[config.mk]
export PLATFORM = sky130hd
export DESIGN_NAME = cim_top
export DESIGN_NICKNAME = d
export VERILOG_FILES = /design/src/hdl/cim_pkg.sv /design/src/hdl/cim_i2c_target.sv /design/src/hdl/cim_port_detect.sv /design/src/hdl/cim_top.sv
export SDC_FILE = /design/constraint.sdc
export NUM_CORES = 1
export LEC_CHECK = 0
export BUFFER_PORTS_ARGS = -buffer_cell sky130_fd_sc_hd__buf_2
export CELL_PAD_IN_SITES_DETAIL_PLACEMENT = 0
export CELL_PAD_IN_SITES_GLOBAL_PLACEMENT = 1
export CORE_MARGIN = 4
export CORE_UTILIZATION = 42
export CTS_CLUSTER_DIAMETER = 60
export DETAILED_ROUTE_END_ITERATION = 10
export HOLD_SLACK_MARGIN = 0.08
export PLACE_DENSITY = 0.77
export SETUP_SLACK_MARGIN = 0.02
export SYNTH_ARGS = -nofsm -noshare
export SYNTH_HDL_FRONTEND = slang
export SYNTH_SLANG_ARGS = --single-unit
[constraint.sdc]
create_clock -name core_clk -period 2 [get_ports core_clk]
set_clock_uncertainty 0.1 [all_clocks]
set_input_delay 0.3 -clock core_clk [delete_from_list [all_inputs] [get_ports core_clk]]
set_output_delay 0.3 -clock core_clk [all_outputs]
set_load 0.1 [all_outputs]
[src/hdl/cim_pkg.sv]
// package: constants and carriers for the charger control block
package cim_pkg;
  // ---------------------------------------------------------------
  // register offsets
  // ---------------------------------------------------------------
  localparam logic [7:0] OFS_CTRL      = 8'h00;
  localparam logic [7:0] OFS_CHG_CFG   = 8'h01;
  localparam logic [7:0] OFS_LIMIT     = 8'h02;
  localparam logic [7:0] OFS_VFLOOR    = 8'h03;
  localparam logic [7:0] OFS_DET_STAT  = 8'h07;
  localparam logic [7:0] OFS_CHG_FLAG  = 8'h09;
  localparam logic [7:0] OFS_BST_FLAG  = 8'h0a;
  localparam logic [7:0] OFS_CHG_MASK  = 8'h0c;
  localparam logic [7:0] OFS_BST_MASK  = 8'h0d;
  localparam logic [7:0] OFS_PART_ID   = 8'h0e;
  // ---------------------------------------------------------------
  // field positions
  // ---------------------------------------------------------------
  localparam int TRIG_BIT   = 7;
  localparam int CHEN_LSB   = 6;
  localparam int LIMIT_SOURCE_SELECT_BIT = 5;
  localparam int LOWCHG_BIT = 4;
  localparam int DONE_BIT   = 1;
  localparam int RES_BIT    = 0;
  localparam int BST_LSB    = 3;
  localparam int VFLOOR_EV  = 0;
  // ---------------------------------------------------------------
  // reset values and codes
  // ---------------------------------------------------------------
  localparam logic [7:0] MASK_RST   = 8'h00;
  localparam logic [1:0] CHEN_RST   = 2'h3;
  localparam logic [1:0] CHEN_OFF   = 2'h0;
  localparam logic [1:0] LIMIT_RST  = 2'h1;
  localparam logic [2:0] VFLOOR_RST = 3'h2;
  localparam logic [3:0] ICHG_RST   = 4'h0;
  localparam logic [1:0] LIM_100    = 2'h0;
  localparam logic [1:0] LIM_500    = 2'h1;
  localparam logic [1:0] LIM_975    = 2'h2;
  localparam logic [1:0] LIM_NONE   = 2'h3;
  localparam logic [7:0] CHG_FAULTS = 8'he4;
  localparam logic [6:0] I2C_DEV_ADDR = 7'h35;
  // ---------------------------------------------------------------
  // timing
  // ---------------------------------------------------------------
  localparam int CLK_PERIOD_NS = 100;
  localparam int DET_TIME_NS   = 100000;
  localparam int DET_CYC_I     = (DET_TIME_NS + CLK_PERIOD_NS - 1) / CLK_PERIOD_NS;
  localparam logic [9:0] DET_LAST = 10'(DET_CYC_I - 1);
  // ---------------------------------------------------------------
  // types
  // ---------------------------------------------------------------
  typedef enum logic [1:0] {PH_OFF, PH_PRE, PH_FAST, PH_CV} cim_phase_e;
  typedef enum logic [1:0] {IM_PRECHARGE, IM_REDUCED, IM_FIELD} cim_imode_e;
  typedef struct packed {
    logic       wr;
    logic       rd;
    logic [7:0] addr;
    logic [7:0] data;
  } cim_bus_s;
  typedef struct packed {
    logic       vin_good;
    logic       dp_dm_short;
    logic       detect_disable_pin;
    logic       batt_above_prec;
    logic       batt_near_vreg;
    logic       ind_over_limit;
    logic [7:0] chg_ev;
    logic [4:0] bst_ev;
  } cim_sense_s;
  typedef struct packed {
    logic       charge_on;
    cim_phase_e phase;
    logic [4:0] loops_en;
    cim_imode_e imode;
    logic [3:0] ichg;
    logic [1:0] ilim;
    logic [2:0] vfloor;
    logic       detecting;
  } cim_drive_s;
endpackage

[src/hdl/cim_i2c_target.sv]
// module: i2c target turning bus frames into register strobes
`timescale 1ns/1ps
module cim_i2c_target
(
  input  wire logic        core_clk,
  input  wire logic        nrst,
  input  wire logic        scl,
  input  wire logic        sda,
  input  wire logic [7:0]  rd_data,
  output cim_pkg::cim_bus_s bus_q,
  output logic             sda_oe
);
  import cim_pkg::*;
  typedef enum logic [2:0] {ST_IDLE, ST_DEV, ST_REG, ST_WR, ST_RD} cim_i2c_e;
  cim_i2c_e   st_q;
  logic       scl_q;
  logic       sda_q;
  logic       load_q;
  logic [3:0] cnt_q;
  logic [7:0] sh_q;
  logic [7:0] ptr_q;
  wire scl_rise  = scl & ~scl_q;
  wire scl_fall  = ~scl & scl_q;
  wire start     = scl & scl_q & sda_q & ~sda;
  wire stop      = scl & scl_q & ~sda_q & sda;
  wire dev_match = sh_q[7:1] == I2C_DEV_ADDR;
  wire busy      = st_q != ST_IDLE;
  wire rd_next   = st_q == ST_RD || (st_q == ST_DEV && sh_q[0]);
  always_ff @(posedge core_clk)
  begin
    if (!nrst)
    begin
      st_q <= ST_IDLE; scl_q <= 1'b1; sda_q <= 1'b1; load_q <= 1'b0;
      cnt_q <= 4'h0; sh_q <= 8'h00; ptr_q <= 8'h00; sda_oe <= 1'b0;
      bus_q <= '0;
    end
    else
    begin
      scl_q <= scl; sda_q <= sda; load_q <= 1'b0;
      bus_q.wr <= 1'b0; bus_q.rd <= 1'b0;
      if (start)
      begin
        st_q <= ST_DEV; cnt_q <= 4'h0; sda_oe <= 1'b0;
      end
      else if (stop)
      begin
        st_q <= ST_IDLE; sda_oe <= 1'b0;
      end
      // data is loaded in the strobe cycle so a clear-on-read loses nothing
      else if (load_q)
      begin
        sh_q <= rd_data; sda_oe <= ~rd_data[7];
      end
      else if (busy && scl_rise)
      begin
        if (cnt_q < 4'h8)
        begin
          cnt_q <= cnt_q + 4'h1;
          if (st_q != ST_RD) sh_q <= {sh_q[6:0], sda};
        end
        else if (st_q == ST_RD && sda) st_q <= ST_IDLE;
      end
      else if (busy && scl_fall)
      begin
        if (cnt_q == 4'h8)
        begin
          cnt_q <= 4'h9;
          sda_oe <= st_q != ST_RD && (st_q != ST_DEV || dev_match);
          if (st_q == ST_DEV && !dev_match) st_q <= ST_IDLE;
          if (st_q == ST_REG) ptr_q <= sh_q;
          if (st_q == ST_WR)
          begin
            bus_q.wr <= 1'b1; bus_q.addr <= ptr_q; bus_q.data <= sh_q; ptr_q <= ptr_q + 8'h01;
          end
        end
        else if (cnt_q == 4'h9)
        begin
          cnt_q <= 4'h0; sda_oe <= 1'b0;
          if (st_q == ST_DEV) st_q <= sh_q[0] ? ST_RD : ST_REG;
          else if (st_q == ST_REG) st_q <= ST_WR;
          if (rd_next)
          begin
            bus_q.rd <= 1'b1; bus_q.addr <= ptr_q; ptr_q <= ptr_q + 8'h01; load_q <= 1'b1;
          end
        end
        else if (st_q == ST_RD && cnt_q != 4'h0)
        begin
          sh_q <= {sh_q[6:0], 1'b0}; sda_oe <= ~sh_q[6];
        end
      end
    end
  end
endmodule

[src/hdl/cim_port_detect.sv]
// module: timed charger-port detection with inhibit
`timescale 1ns/1ps
module cim_port_detect
(
  input  wire logic core_clk,
  input  wire logic nrst,
  input  wire logic start,
  input  wire logic inhibit,
  input  wire logic dp_dm_short,
  output logic      busy_q,
  output logic      done_q,
  output logic      result_q
);
  import cim_pkg::*;
  logic [9:0] cnt_q;
  wire finish = busy_q && cnt_q == DET_LAST;
  always_ff @(posedge core_clk)
  begin
    if (!nrst)
    begin
      busy_q <= 1'b0; done_q <= 1'b0; result_q <= 1'b0; cnt_q <= 10'h000;
    end
    else if (inhibit)
    begin
      busy_q <= 1'b0; cnt_q <= 10'h000;
    end
    else if (start)
    begin
      busy_q <= 1'b1; done_q <= 1'b0; cnt_q <= 10'h000;
    end
    else if (finish)
    begin
      busy_q <= 1'b0; done_q <= 1'b1; result_q <= dp_dm_short;
    end
    else if (busy_q) cnt_q <= cnt_q + 10'h001;
  end
endmodule

[src/hdl/cim_top.sv]
// top: charger registers, event flags, detection, input limit and charge phases
`timescale 1ns/1ps
module cim_top
#(
  parameter logic [3:0] MAKER_CODE       = 4'h5, // arbitrary value
  parameter logic [3:0] SILICON_REVISION = 4'h3  // arbitrary value
)
(
  input  wire logic         core_clk,
  input  wire logic         nrst,
  input  wire logic         scl_pin,
  input  wire logic         sda_in,
  output logic              sda_out,
  output logic              sda_oe,
  input  cim_pkg::cim_sense_s sense,
  output cim_pkg::cim_drive_s drive_q,
  output logic              irq_n
);
  import cim_pkg::*;
  // ---------------------------------------------------------------
  // pin synchronisers
  // ---------------------------------------------------------------
  cim_sense_s sense_s1_q;
  cim_sense_s sns;
  logic       scl_s1_q;
  logic       scl_s2_q;
  logic       sda_s1_q;
  logic       sda_s2_q;
  logic       vin_good_q3;
  always_ff @(posedge core_clk)
  begin
    if (!nrst)
    begin
      sense_s1_q <= '0; sns <= '0; vin_good_q3 <= 1'b0;
      scl_s1_q <= 1'b1; scl_s2_q <= 1'b1; sda_s1_q <= 1'b1; sda_s2_q <= 1'b1;
    end
    else
    begin
      sense_s1_q <= sense; sns <= sense_s1_q; vin_good_q3 <= sns.vin_good;
      scl_s1_q <= scl_pin; scl_s2_q <= scl_s1_q;
      sda_s1_q <= sda_in; sda_s2_q <= sda_s1_q;
    end
  end
  // ---------------------------------------------------------------
  // register access
  // ---------------------------------------------------------------
  cim_bus_s   bus;
  logic [7:0] rd_data;
  cim_i2c_target u_i2c
  (
    .core_clk (core_clk),
    .nrst     (nrst),
    .scl      (scl_s2_q),
    .sda      (sda_s2_q),
    .rd_data  (rd_data),
    .bus_q    (bus),
    .sda_oe   (sda_oe)
  );
  function automatic logic hit(input cim_bus_s b, input logic strobe, input logic [7:0] ofs);
    return strobe && b.addr == ofs;
  endfunction
  wire wr_ctrl  = hit(bus, bus.wr, OFS_CTRL);
  wire wr_cfg   = hit(bus, bus.wr, OFS_CHG_CFG);
  wire wr_limit = hit(bus, bus.wr, OFS_LIMIT);
  wire wr_vfl   = hit(bus, bus.wr, OFS_VFLOOR);
  wire wr_cmask = hit(bus, bus.wr, OFS_CHG_MASK);
  wire wr_bmask = hit(bus, bus.wr, OFS_BST_MASK);
  wire rd_cflag = hit(bus, bus.rd, OFS_CHG_FLAG);
  wire rd_bflag = hit(bus, bus.rd, OFS_BST_FLAG);
  wire rd_id    = hit(bus, bus.rd, OFS_PART_ID);
  // ---------------------------------------------------------------
  // control and mask registers
  // ---------------------------------------------------------------
  logic       trig_q;
  logic [1:0] chen_q;
  logic       limit_source_select_q;
  logic       lowchg_q;
  logic [3:0] ichg_q;
  logic [1:0] ilim_field_q;
  logic [2:0] vfloor_q;
  logic [7:0] chg_mask_q;
  logic [7:0] bst_mask_q;
  wire        chg_fault = |(sns.chg_ev & CHG_FAULTS);
  // fault wins over a host write so a stuck fault cannot be overridden
  wire [1:0]  chen_d = chg_fault ? CHEN_OFF : (wr_cfg ? bus.data[CHEN_LSB+:2] : chen_q);
  always_ff @(posedge core_clk)
  begin
    if (!nrst)
    begin
      trig_q <= 1'b0; chen_q <= CHEN_RST; limit_source_select_q <= 1'b0; lowchg_q <= 1'b0;
      ichg_q <= ICHG_RST; ilim_field_q <= LIMIT_RST; vfloor_q <= VFLOOR_RST;
      chg_mask_q <= MASK_RST; bst_mask_q <= MASK_RST;
    end
    else
    begin
      trig_q <= wr_ctrl && bus.data[TRIG_BIT] && !trig_q;
      chen_q <= chen_d;
      if (wr_cfg)
      begin
        limit_source_select_q <= bus.data[LIMIT_SOURCE_SELECT_BIT]; lowchg_q <= bus.data[LOWCHG_BIT]; ichg_q <= bus.data[3:0];
      end
      if (wr_limit) ilim_field_q <= bus.data[1:0];
      if (wr_vfl) vfloor_q <= bus.data[2:0];
      if (wr_cmask) chg_mask_q <= bus.data;
      if (wr_bmask) bst_mask_q <= {bus.data[7:BST_LSB], 3'h0};
    end
  end
  // ---------------------------------------------------------------
  // port detection
  // ---------------------------------------------------------------
  logic det_busy;
  logic det_done;
  logic det_result;
  wire  vin_rise  = sns.vin_good & ~vin_good_q3;
  wire  det_start = trig_q | vin_rise;
  cim_port_detect u_det
  (
    .core_clk    (core_clk),
    .nrst        (nrst),
    .start       (det_start),
    .inhibit     (sns.detect_disable_pin),
    .dp_dm_short (sns.dp_dm_short),
    .busy_q      (det_busy),
    .done_q      (det_done),
    .result_q    (det_result)
  );
  // ---------------------------------------------------------------
  // event flags and interrupt
  // ---------------------------------------------------------------
  logic [7:0] chg_flag_q;
  logic [4:0] bst_flag_q;
  // clear applies to the old value only, so an event in the same cycle survives
  wire  [7:0] chg_flag_d = (rd_cflag ? 8'h00 : chg_flag_q) | sns.chg_ev;
  wire  [4:0] bst_flag_d = (rd_bflag ? 5'h00 : bst_flag_q) | sns.bst_ev;
  wire        irq_any = |(chg_flag_q & ~chg_mask_q) | |(bst_flag_q & ~bst_mask_q[7:BST_LSB]);
  always_ff @(posedge core_clk)
  begin
    if (!nrst)
    begin
      chg_flag_q <= 8'h00; bst_flag_q <= 5'h00; irq_n <= 1'b1;
    end
    else
    begin
      chg_flag_q <= chg_flag_d; bst_flag_q <= bst_flag_d;
      irq_n <= ~irq_any;
    end
  end
  // ---------------------------------------------------------------
  // read data
  // ---------------------------------------------------------------
  wire [7:0] id_word  = {MAKER_CODE, SILICON_REVISION};
  wire [7:0] cfg_word = {chen_q, limit_source_select_q, lowchg_q, ichg_q};
  wire [7:0] det_word = {6'h00, det_done, det_result};
  assign rd_data = bus.addr == OFS_CTRL     ? {trig_q, 7'h00} :
                   bus.addr == OFS_CHG_CFG  ? cfg_word :
                   bus.addr == OFS_LIMIT    ? {6'h00, ilim_field_q} :
                   bus.addr == OFS_VFLOOR   ? {5'h00, vfloor_q} :
                   bus.addr == OFS_DET_STAT ? det_word :
                   bus.addr == OFS_CHG_FLAG ? chg_flag_q :
                   bus.addr == OFS_BST_FLAG ? {bst_flag_q, 3'h0} :
                   bus.addr == OFS_CHG_MASK ? chg_mask_q :
                   bus.addr == OFS_BST_MASK ? bst_mask_q :
                   bus.addr == OFS_PART_ID  ? id_word : 8'h00;
  // ---------------------------------------------------------------
  // input current limit
  // ---------------------------------------------------------------
  wire [1:0] det_code = det_result ? LIM_975 : LIM_500;
  wire [1:0] lim_max  = ilim_field_q > det_code ? ilim_field_q : det_code;
  wire [1:0] ilim_d   = limit_source_select_q ? ilim_field_q : lim_max;
  // ---------------------------------------------------------------
  // charge phase sequencing
  // ---------------------------------------------------------------
  cim_phase_e phase_d;
  // inductor limit bypasses every register setting
  wire charge_go = chen_q[1] && sns.vin_good && !sns.ind_over_limit && !chg_fault;
  always_comb
  begin
    phase_d = drive_q.phase;
    if (!charge_go) phase_d = PH_OFF;
    else
      unique case (drive_q.phase)
        PH_OFF:  phase_d = PH_PRE;
        PH_PRE:  if (sns.batt_above_prec) phase_d = PH_FAST;
        PH_FAST: if (!sns.batt_above_prec) phase_d = PH_PRE;
                 else if (sns.batt_near_vreg) phase_d = PH_CV;
        PH_CV:   if (!sns.batt_above_prec) phase_d = PH_PRE;
      endcase
  end
  wire        on_d    = phase_d != PH_OFF;
  wire        pre_d   = phase_d == PH_PRE;
  // reduced current applies in every phase except precharge, constant voltage included
  wire cim_imode_e imode_d = pre_d ? IM_PRECHARGE : (lowchg_q ? IM_REDUCED : IM_FIELD);
  always_ff @(posedge core_clk)
  begin
    if (!nrst)
    begin
      drive_q <= '0; drive_q.imode <= IM_PRECHARGE; drive_q.ilim <= LIMIT_RST;
      drive_q.vfloor <= VFLOOR_RST; sda_out <= 1'b0;
    end
    else
    begin
      drive_q.charge_on <= on_d;
      drive_q.phase     <= phase_d;
      drive_q.loops_en  <= {5{on_d}};
      drive_q.imode     <= imode_d;
      drive_q.ichg      <= ichg_q;
      drive_q.ilim      <= ilim_d;
      drive_q.vfloor    <= vfloor_q;
      drive_q.detecting <= det_busy;
      sda_out           <= 1'b0;
    end
  end
endmodule
# Word level (Yosys, flattened, before mapping)
# Index checks and enable logic that the tools add are counted.
[op_classes] n_addsub=3 n_lt_le_gt_ge=2 eq_ne=38 mux=71 n_bitwise=35 n_reduce_logical=67
[ops] cell="8-bit two-way mux" count=25
[ops] cell="8-bit by 4-bit == test with 1-bit output, second input constant" count=5
[ops] cell="3-bit two-way mux" count=10
[ops] cell="8-bit AND reduction" count=3
[ops] cell="2-bit two-way mux" count=11
[ops] cell="1-bit logical AND" count=21
[ops] cell="7-bit AND reduction" count=3
[ops] cell="4-bit two-way mux" count=5
[ops] cell="1-bit NOT" count=19
[ops] cell="8-bit by 2-bit == test with 1-bit output, second input constant" count=2
[ops] cell="16-bit two-way mux" count=1
[ops] cell="4-bit nonzero test" count=4
[ops] cell="8-bit OR reduction" count=2
[ops] cell="1-bit two-way mux" count=15
[ops] cell="2-bit nonzero test" count=7
[ops] cell="3-bit nonzero test" count=4
[ops] cell="10-bit by 1-bit adder with 10-bit output, second input constant" count=1
[ops] cell="10-bit == test, second input constant" count=1
[ops] cell="9-bit two-way mux" count=1
[ops] cell="3-bit by 1-bit != test with 1-bit output, second input constant" count=3
[ops] cell="3-bit by 2-bit != test with 1-bit output, second input constant" count=3
[ops] cell="3-bit != test, second input constant" count=3
[ops] cell="8-bit by 1-bit adder with 8-bit output, second input constant" count=1
[ops] cell="1-bit bitwise AND" count=8
[ops] cell="40 further kinds" count=58
[word_totals] regBits=158 inputBits=23

# Depth between registers and ports, before layout
[logic_depth] depth_word=13 depth_mapped=9 ltp_nobuf=7

# By module
# Synthesis repeated with hierarchy kept, for this count alone.
[unflattened] hier_cells=751 hier_area_um2=6881.6
[modules_own_cells] module="cim_top" instances=1 cells_per_inst=392 area_each_um2=3749.8 seq_area_each_um2=1981.9
[modules_own_cells] module="cim_i2c_target" instances=1 cells_per_inst=294 area_each_um2=2529.9 seq_area_each_um2=880.8
[modules_own_cells] module="cim_port_detect" instances=1 cells_per_inst=65 area_each_um2=601.8 seq_area_each_um2=260.2

# Worst setup path before layout
# Ideal clock, no wire load.
[synth_timing] path_kind="register to register" startpoint="register u_i2c.load_q" endpoint="register u_i2c.bus_q[7] (netlist name)" t_arrival_ns=1.823 required_ns=1.772 path_slack_ns=-0.050 stages_incl_launch_ff=8 path_cell_list="dfxtp_1 > buf_2 > or3b_1 > or2_2 > or3_1 > buf_2 > mux2i_1 > nor2_1"
[synth_between] elab_chain_cells=2
[synth_rtl] item="from (decl)" line_no="cim_i2c_target.sv:18" source="logic load_q;"
[synth_rtl] item="from (signal assigned)" line_no="cim_i2c_target.sv:33" source="st_q <= ST_IDLE; scl_q <= 1'b1; sda_q <= 1'b1; load_q <= 1'b0;"
[synth_rtl] item="from (signal assigned)" line_no="cim_i2c_target.sv:39" source="scl_q <= scl; sda_q <= sda; load_q <= 1'b0;"
[synth_rtl] item="from (signal assigned)" line_no="cim_i2c_target.sv:83" source="bus_q.rd <= 1'b1; bus_q.addr <= ptr_q; ptr_q <= ptr_q + 8'h01; load_q <= 1'b1;"
[synth_rtl] item="1-bit NOT (no line)"
[synth_rtl] item="7-bit AND reduction (no line)"
[synth_rtl] item="to (decl)" line_no="cim_i2c_target.sv:10" source="output cim_pkg::cim_bus_s bus_q,"
# Every way passes these cells.
# A chain may end at the register's enable or synchronous reset.

# Worst setup path after layout
[layout_timing] startpoint="register u_i2c.bus_q[14] (netlist name)" endpoint="register u_i2c.sh_q[0]"
[layout_between] elab_chain_cells=12 elab_cells_between_ends=21 cone_classes="9 x eq/ne; 11 x mux; 1 x reduce/logical"
[layout_rtl] item="8-bit by 4-bit == test with 1-bit output" line_no="cim_top.sv:163" source="bus.addr == OFS_PART_ID ? id_word : 8'h00;"
[layout_rtl] item="7-bit two-way mux" line_no="cim_top.sv:163"
[layout_rtl] item="8-bit two-way mux" line_no="cim_top.sv:162" source="bus.addr == OFS_BST_MASK ? bst_mask_q :"
[layout_rtl] item="8-bit two-way mux" line_no="cim_top.sv:161" source="bus.addr == OFS_CHG_MASK ? chg_mask_q :"
[layout_rtl] item="8-bit two-way mux" line_no="cim_top.sv:160" source="bus.addr == OFS_BST_FLAG ? {bst_flag_q, 3'h0} :"
[layout_rtl] item="8-bit two-way mux" line_no="cim_top.sv:159" source="bus.addr == OFS_CHG_FLAG ? chg_flag_q :"
[layout_rtl] item="8-bit two-way mux" line_no="cim_top.sv:158" source="bus.addr == OFS_DET_STAT ? det_word :"
[layout_rtl] item="8-bit two-way mux" line_no="cim_top.sv:157" source="bus.addr == OFS_VFLOOR ? {5'h00, vfloor_q} :"
[layout_rtl] item="8-bit two-way mux" line_no="cim_top.sv:156" source="bus.addr == OFS_LIMIT ? {6'h00, ilim_field_q} :"
[layout_rtl] item="8-bit two-way mux" line_no="cim_top.sv:155" source="bus.addr == OFS_CHG_CFG ? cfg_word :"
[layout_rtl] item="8-bit two-way mux (*)" line_no="cim_top.sv:154" source="assign rd_data = bus.addr == OFS_CTRL ? {trig_q, 7'h00} :"
[layout_rtl] item="8-bit two-way mux (*)" line_no="cim_i2c_target.sv:50" source="else if (load_q)"
[layout_rtl] item="to (signal assigned)" line_no="cim_i2c_target.sv:52" source="sh_q <= rd_data; sda_oe <= ~rd_data[7];"
[layout_rtl] item="to (signal assigned)" line_no="cim_i2c_target.sv:59" source="if (st_q != ST_RD) sh_q <= {sh_q[6:0], sda};"
[layout_rtl] item="to (signal assigned)" line_no="cim_i2c_target.sv:88" source="sh_q <= {sh_q[6:0], 1'b0}; sda_oe <= ~sh_q[6];"
[layout_rtl] item="to (decl)" line_no="cim_i2c_target.sv:20" source="logic [7:0] sh_q;"
# Every way passes the cells marked *; elsewhere a longest branch is shown, timed or not.

==> key figures <==
Floorplanning
  • Die Area: 17800 µm²
  • Starting Density: 43.2%
  • Die H: 134 µm
  • Die W: 134 µm
  • Placeable Area: 15300 µm²
  • I/O pins: 46
  • Number of core rows: 45

Power
  • Clock share of power: a little under half
  • LEAKAGE: 3.64 nW
  • Worst VDD drop: 0.613 mV
  • Sequential group share of total power: 47.5%
  • Switching Fraction: 22.9%
  • Switching power: 0.00155 W
  • Total chip power: 0.00677 W
  • Combinational share of power: 4.7%
  • Cell area power density: 768 nW/µm²
  • P_int: 0.00522 W

Clock tree
  • Longest Clk Path Bufs: 2
  • CTS Buf Count: 17
  • Reg clk slew, reported paths: 60 ps
  • TritonCTS clock tree: built
  • Htree depth: 4
  • Clk sinks: between 150 and 200
  • Root Driver: clkbuf_16
  • Clock latency at the later pin of the worst-skew pair: 420 ps

Route
  • Vias per cell: 5.43
  • DR pass1 iterations: 5
  • Initial DRC count: 471
  • Routed via count: around 6000
  • Final ANT Viol Nets: 0
  • Final wirelength: between 15000 and 20000 µm
  • Wire length per cell: 17.3 µm
  • Drt drc: 0

Critical path
  • Max FO, Critical Path: 5
  • Slowest-stage cell, CP: or4_4
  • Worst Path Arrival: approximately 2200 ps
  • CP most frequent cell: or4_4
  • Critical-path cell list: buf_6, or4_4, or4_4, nand3_2, o2111ai_2, a31oi_2
  • Crit Path Category: flop to flop
  • Worst stage delay on the critical path: 490 ps
  • R2R Setup Slk: -7 ps
  • Critical path launch point type: flop
  • Worst EP required: around 2200 ps
  • Crit. End Element: flop

Placed design
  • Routability cong.: roughly 0.94
  • # port buffers: 44
  • Placed cell area: 7500 µm²
  • Hpwl dp: approximately 13000 µm

Timing
  • Worst hold slack: 104 ps
  • Setup violators final: 1
  • Transition time of the tightest slew-check pin: 650 ps
  • Fmax: roughly 500 MHz
  • Setup ws final: -6.76 ps
  • RSZ-0062 raised after global routing: yes
  • Final min period: about 2000 ps
  • Slew headroom: 56.2%
  • Fin crit share: 100%
  • Final hold vios: 0
  • Fin. max-slew vios: 0

Yosys
  • Top_reg_cell synth: dfxtp_1
  • Post-Synth Simple-Gate Area: 23.4%
  • Ranking of synthesized cells by area: dfxtp_1 47%, mux2i_1 6.2%, nor2_1 4.5%, and2_1 4.4%, a21oi_1 3.5%
  • Sequential element share of the synthesized area: 47.2%
  • #FFs+latches synth: roughly 160
  • Multiplexer share of the synthesized area: 6.71%
  • Yosys warns: 0
  • Synth Area in Compound Gates: approximately 15%
  • Synth cell types: slightly above 70
  • Post-synth top area share: 47.2%
  • Mapped Nets: 766
  • Yosys top cell by area: dfxtp_1
  • Number of flops mapped to enable cells by yosys: 0
  • Syn avg cell area: 8.96 µm²
  • XOR/XNOR Fraction of Synth Area: 1.46%
  • Post-Syn Area: between 6000 and 7000 µm²
  • Post-Synth Adder-Cell Area: 0.946%
  • Ys async rst share: 0%
  • Cells after Synth: between 700 and 800
  • Largest family of logic cells by synthesized area: simple AND/OR/NAND/NOR gates

Cells and area
  • Sequential Area: 3140 µm²
  • Ant. Diodes: 0
  • Nets@finish: around 900
  • Fill count: 1366
  • Multi-input gate area: 3530 µm²
  • Finished Cell Area: 8820 µm²
  • Syn-to-layout area delta: 33.3%
  • Layout cell share with drive strength beyond 1: 28.0%

Outcome
  • Status: finished, violations left
  • Failing checks: negative setup slack

Global route
  • Initial antenna violation count: 0
  • Maximum number of pins on one net before global-route repair: 42
  • Global-route wire length before repair: ~30000 µm
  • Total global-route track usage: 21.5%
  • Number of global-route vias before repair: 5789
  • Global route total overflow: 0

Worst hold path
  • Worst hold path class: input pin to flop

Job
  • Max cap viols: 0
area by class of cell:
| cell class | count | share of cell area [%] |
|---|---|---|
| clock buffer | 20 | 5.18 |
| clock inverter | 12 | 1.53 |
| inverter | 28 | 1.22 |
| multi-input combinational | 509 | 40.1 |
| sequential | 156 | 35.6 |
| tap | 211 | 2.99 |
| timing repair buffer | 156 | 13.5 |
metal layers:
metal / wire length (µm) / global-route usage (%) / share of wire, %
met2: 8850 / 34.7 / 47
met1: 8510 / 28.6 / 45
met5: 0 / 0 / 0
met3: 1040 / 4.53 / 5.5
met4: 443 / 7.54 / 2.4
flip-flops by register name, indices dropped and copies added, names as in the netlist, 2 cells and up:
name,cells
ichg_q,4
sns,19
chen_q,2
chg_flag_q,8
chg_mask_q,8
u_i2c.ptr_q,8
vfloor_q,3
u_i2c.sh_q,8
bst_flag_q,5
u_i2c.st_q,3
sense_s1_q,19
u_i2c.bus_q,17
bst_mask_q,5
u_i2c.cnt_q,4
drive_q,15
u_det.cnt_q,10
ilim_field_q,2
cell usage after synthesis (8+ instances only):
cell type  instances
dfxtp_1          156
o21ai_0           24
nand3_1           34
inv_1             27
buf_2              9
buf_4              8
a31oi_1            9
nor2b_1            8
a21oi_1           46
mux2i_1           41
xnor2_1            9
clkbuf_1          28
nand4_1            8
nor3_1            13
and2_1            46
nor2_1            80
nand2_1           45
nand2b_1          16
cells by family after synthesis:
logic type / after synthesis
buf+inv: 74
xor+xnor: 11
simple gates: 295
fa+ha+maj: 5
mux: 44
other cells: 1
flops: 156
compound gates: 152
power by group through the flow:
stage               Combinational (W)  Sequential [W]  Clock (W)
finish                       0.000320         0.00321    0.00324
floorplan                    0.000164         0.00330          0
CTS                          0.000315         0.00321    0.00330
detailed placement           0.000274         0.00328          0
global placement             0.000270         0.00328          0
global route                 0.000354         0.00322    0.00343
layout by cell type (no fill, tap or decap), types with 4 or more instances in the layout:
| master | Yosys | layout |
|---|---|---|
| nor3_1 | 13 | 9 |
| nor2_1 | 80 | 77 |
| nand3_1 | 34 | 29 |
| nor2b_1 | 8 | 8 |
| o32ai_1 | 7 | 5 |
| dfxtp_2 | 0 | 10 |
| xnor2_1 | 9 | 9 |
| nand3b_1 | 4 | 4 |
| o211ai_1 | 4 | 4 |
| buf_6 | 1 | 14 |
| nor4_1 | 7 | 5 |
| nand3_2 | 2 | 5 |
| nand2_1 | 45 | 41 |
| a31oi_1 | 9 | 8 |
| and3_1 | 5 | 5 |
| dfxtp_1 | 156 | 146 |
| nand2b_1 | 16 | 16 |
| clkbuf_16 | 0 | 17 |
| buf_2 | 9 | 44 |
| o22ai_1 | 7 | 7 |
| o21ai_0 | 24 | 20 |
| o31ai_1 | 7 | 6 |
| a21oi_1 | 46 | 45 |
| inv_1 | 27 | 25 |
| inv_6 | 0 | 4 |
| clkinvlp_4 | 0 | 4 |
| mux2i_1 | 41 | 39 |
| buf_4 | 8 | 75 |
| and2_1 | 46 | 46 |
| dlygate4sd3_1 | 0 | 21 |
| nand4_1 | 8 | 8 |
worst paths after layout:
path / from / endpoint / cells after the start
max: u_i2c.bus_q[14]$_SDFFE_PN0P_ / u_i2c.sh_q[0]$_SDFFE_PN0P_ / 6
min: nrst / vfloor_q[1]$_SDFFE_PN1P_ / 2
max reg2reg: u_i2c.bus_q[14]$_SDFFE_PN0P_ / u_i2c.sh_q[0]$_SDFFE_PN0P_ / 6
min reg2reg: scl_s1_q$_SDFF_PN1_ / scl_s2_q$_SDFF_PN1_ / 1
critical path: cells and delay by family, from the launching register on:
kind / cells / cell delay (ps)
compound gates: 2 / 320
simple gates: 3 / 1040
buf+inv: 1 / 120
flops: 1 / 330
timing repair:
item                                   in CTS  in global routing
pin swaps                                   9                 27
setup endpoints to repair                  51                 58
cloned                                      2                  0
buffers inserted                            2                  7
endpoints found under the hold margin      21                  0
hold buffers                               21                  0
gates resized for setup                    37                 66
stage by stage:
step	utilization, %	instances	TNS [ps]	worst slack [ps]
floorplan	-	738	0	19.9
global placement	49.0	1028	-967	-93.5
detailed placement	49.0	1028	-1400	-105
CTS	55.6	1085	0	5.54
global route	57.6	1092	-366	-70.1
finish	57.6	1092	-6.76	-6.76
Power figures use the tool's default switching activity.
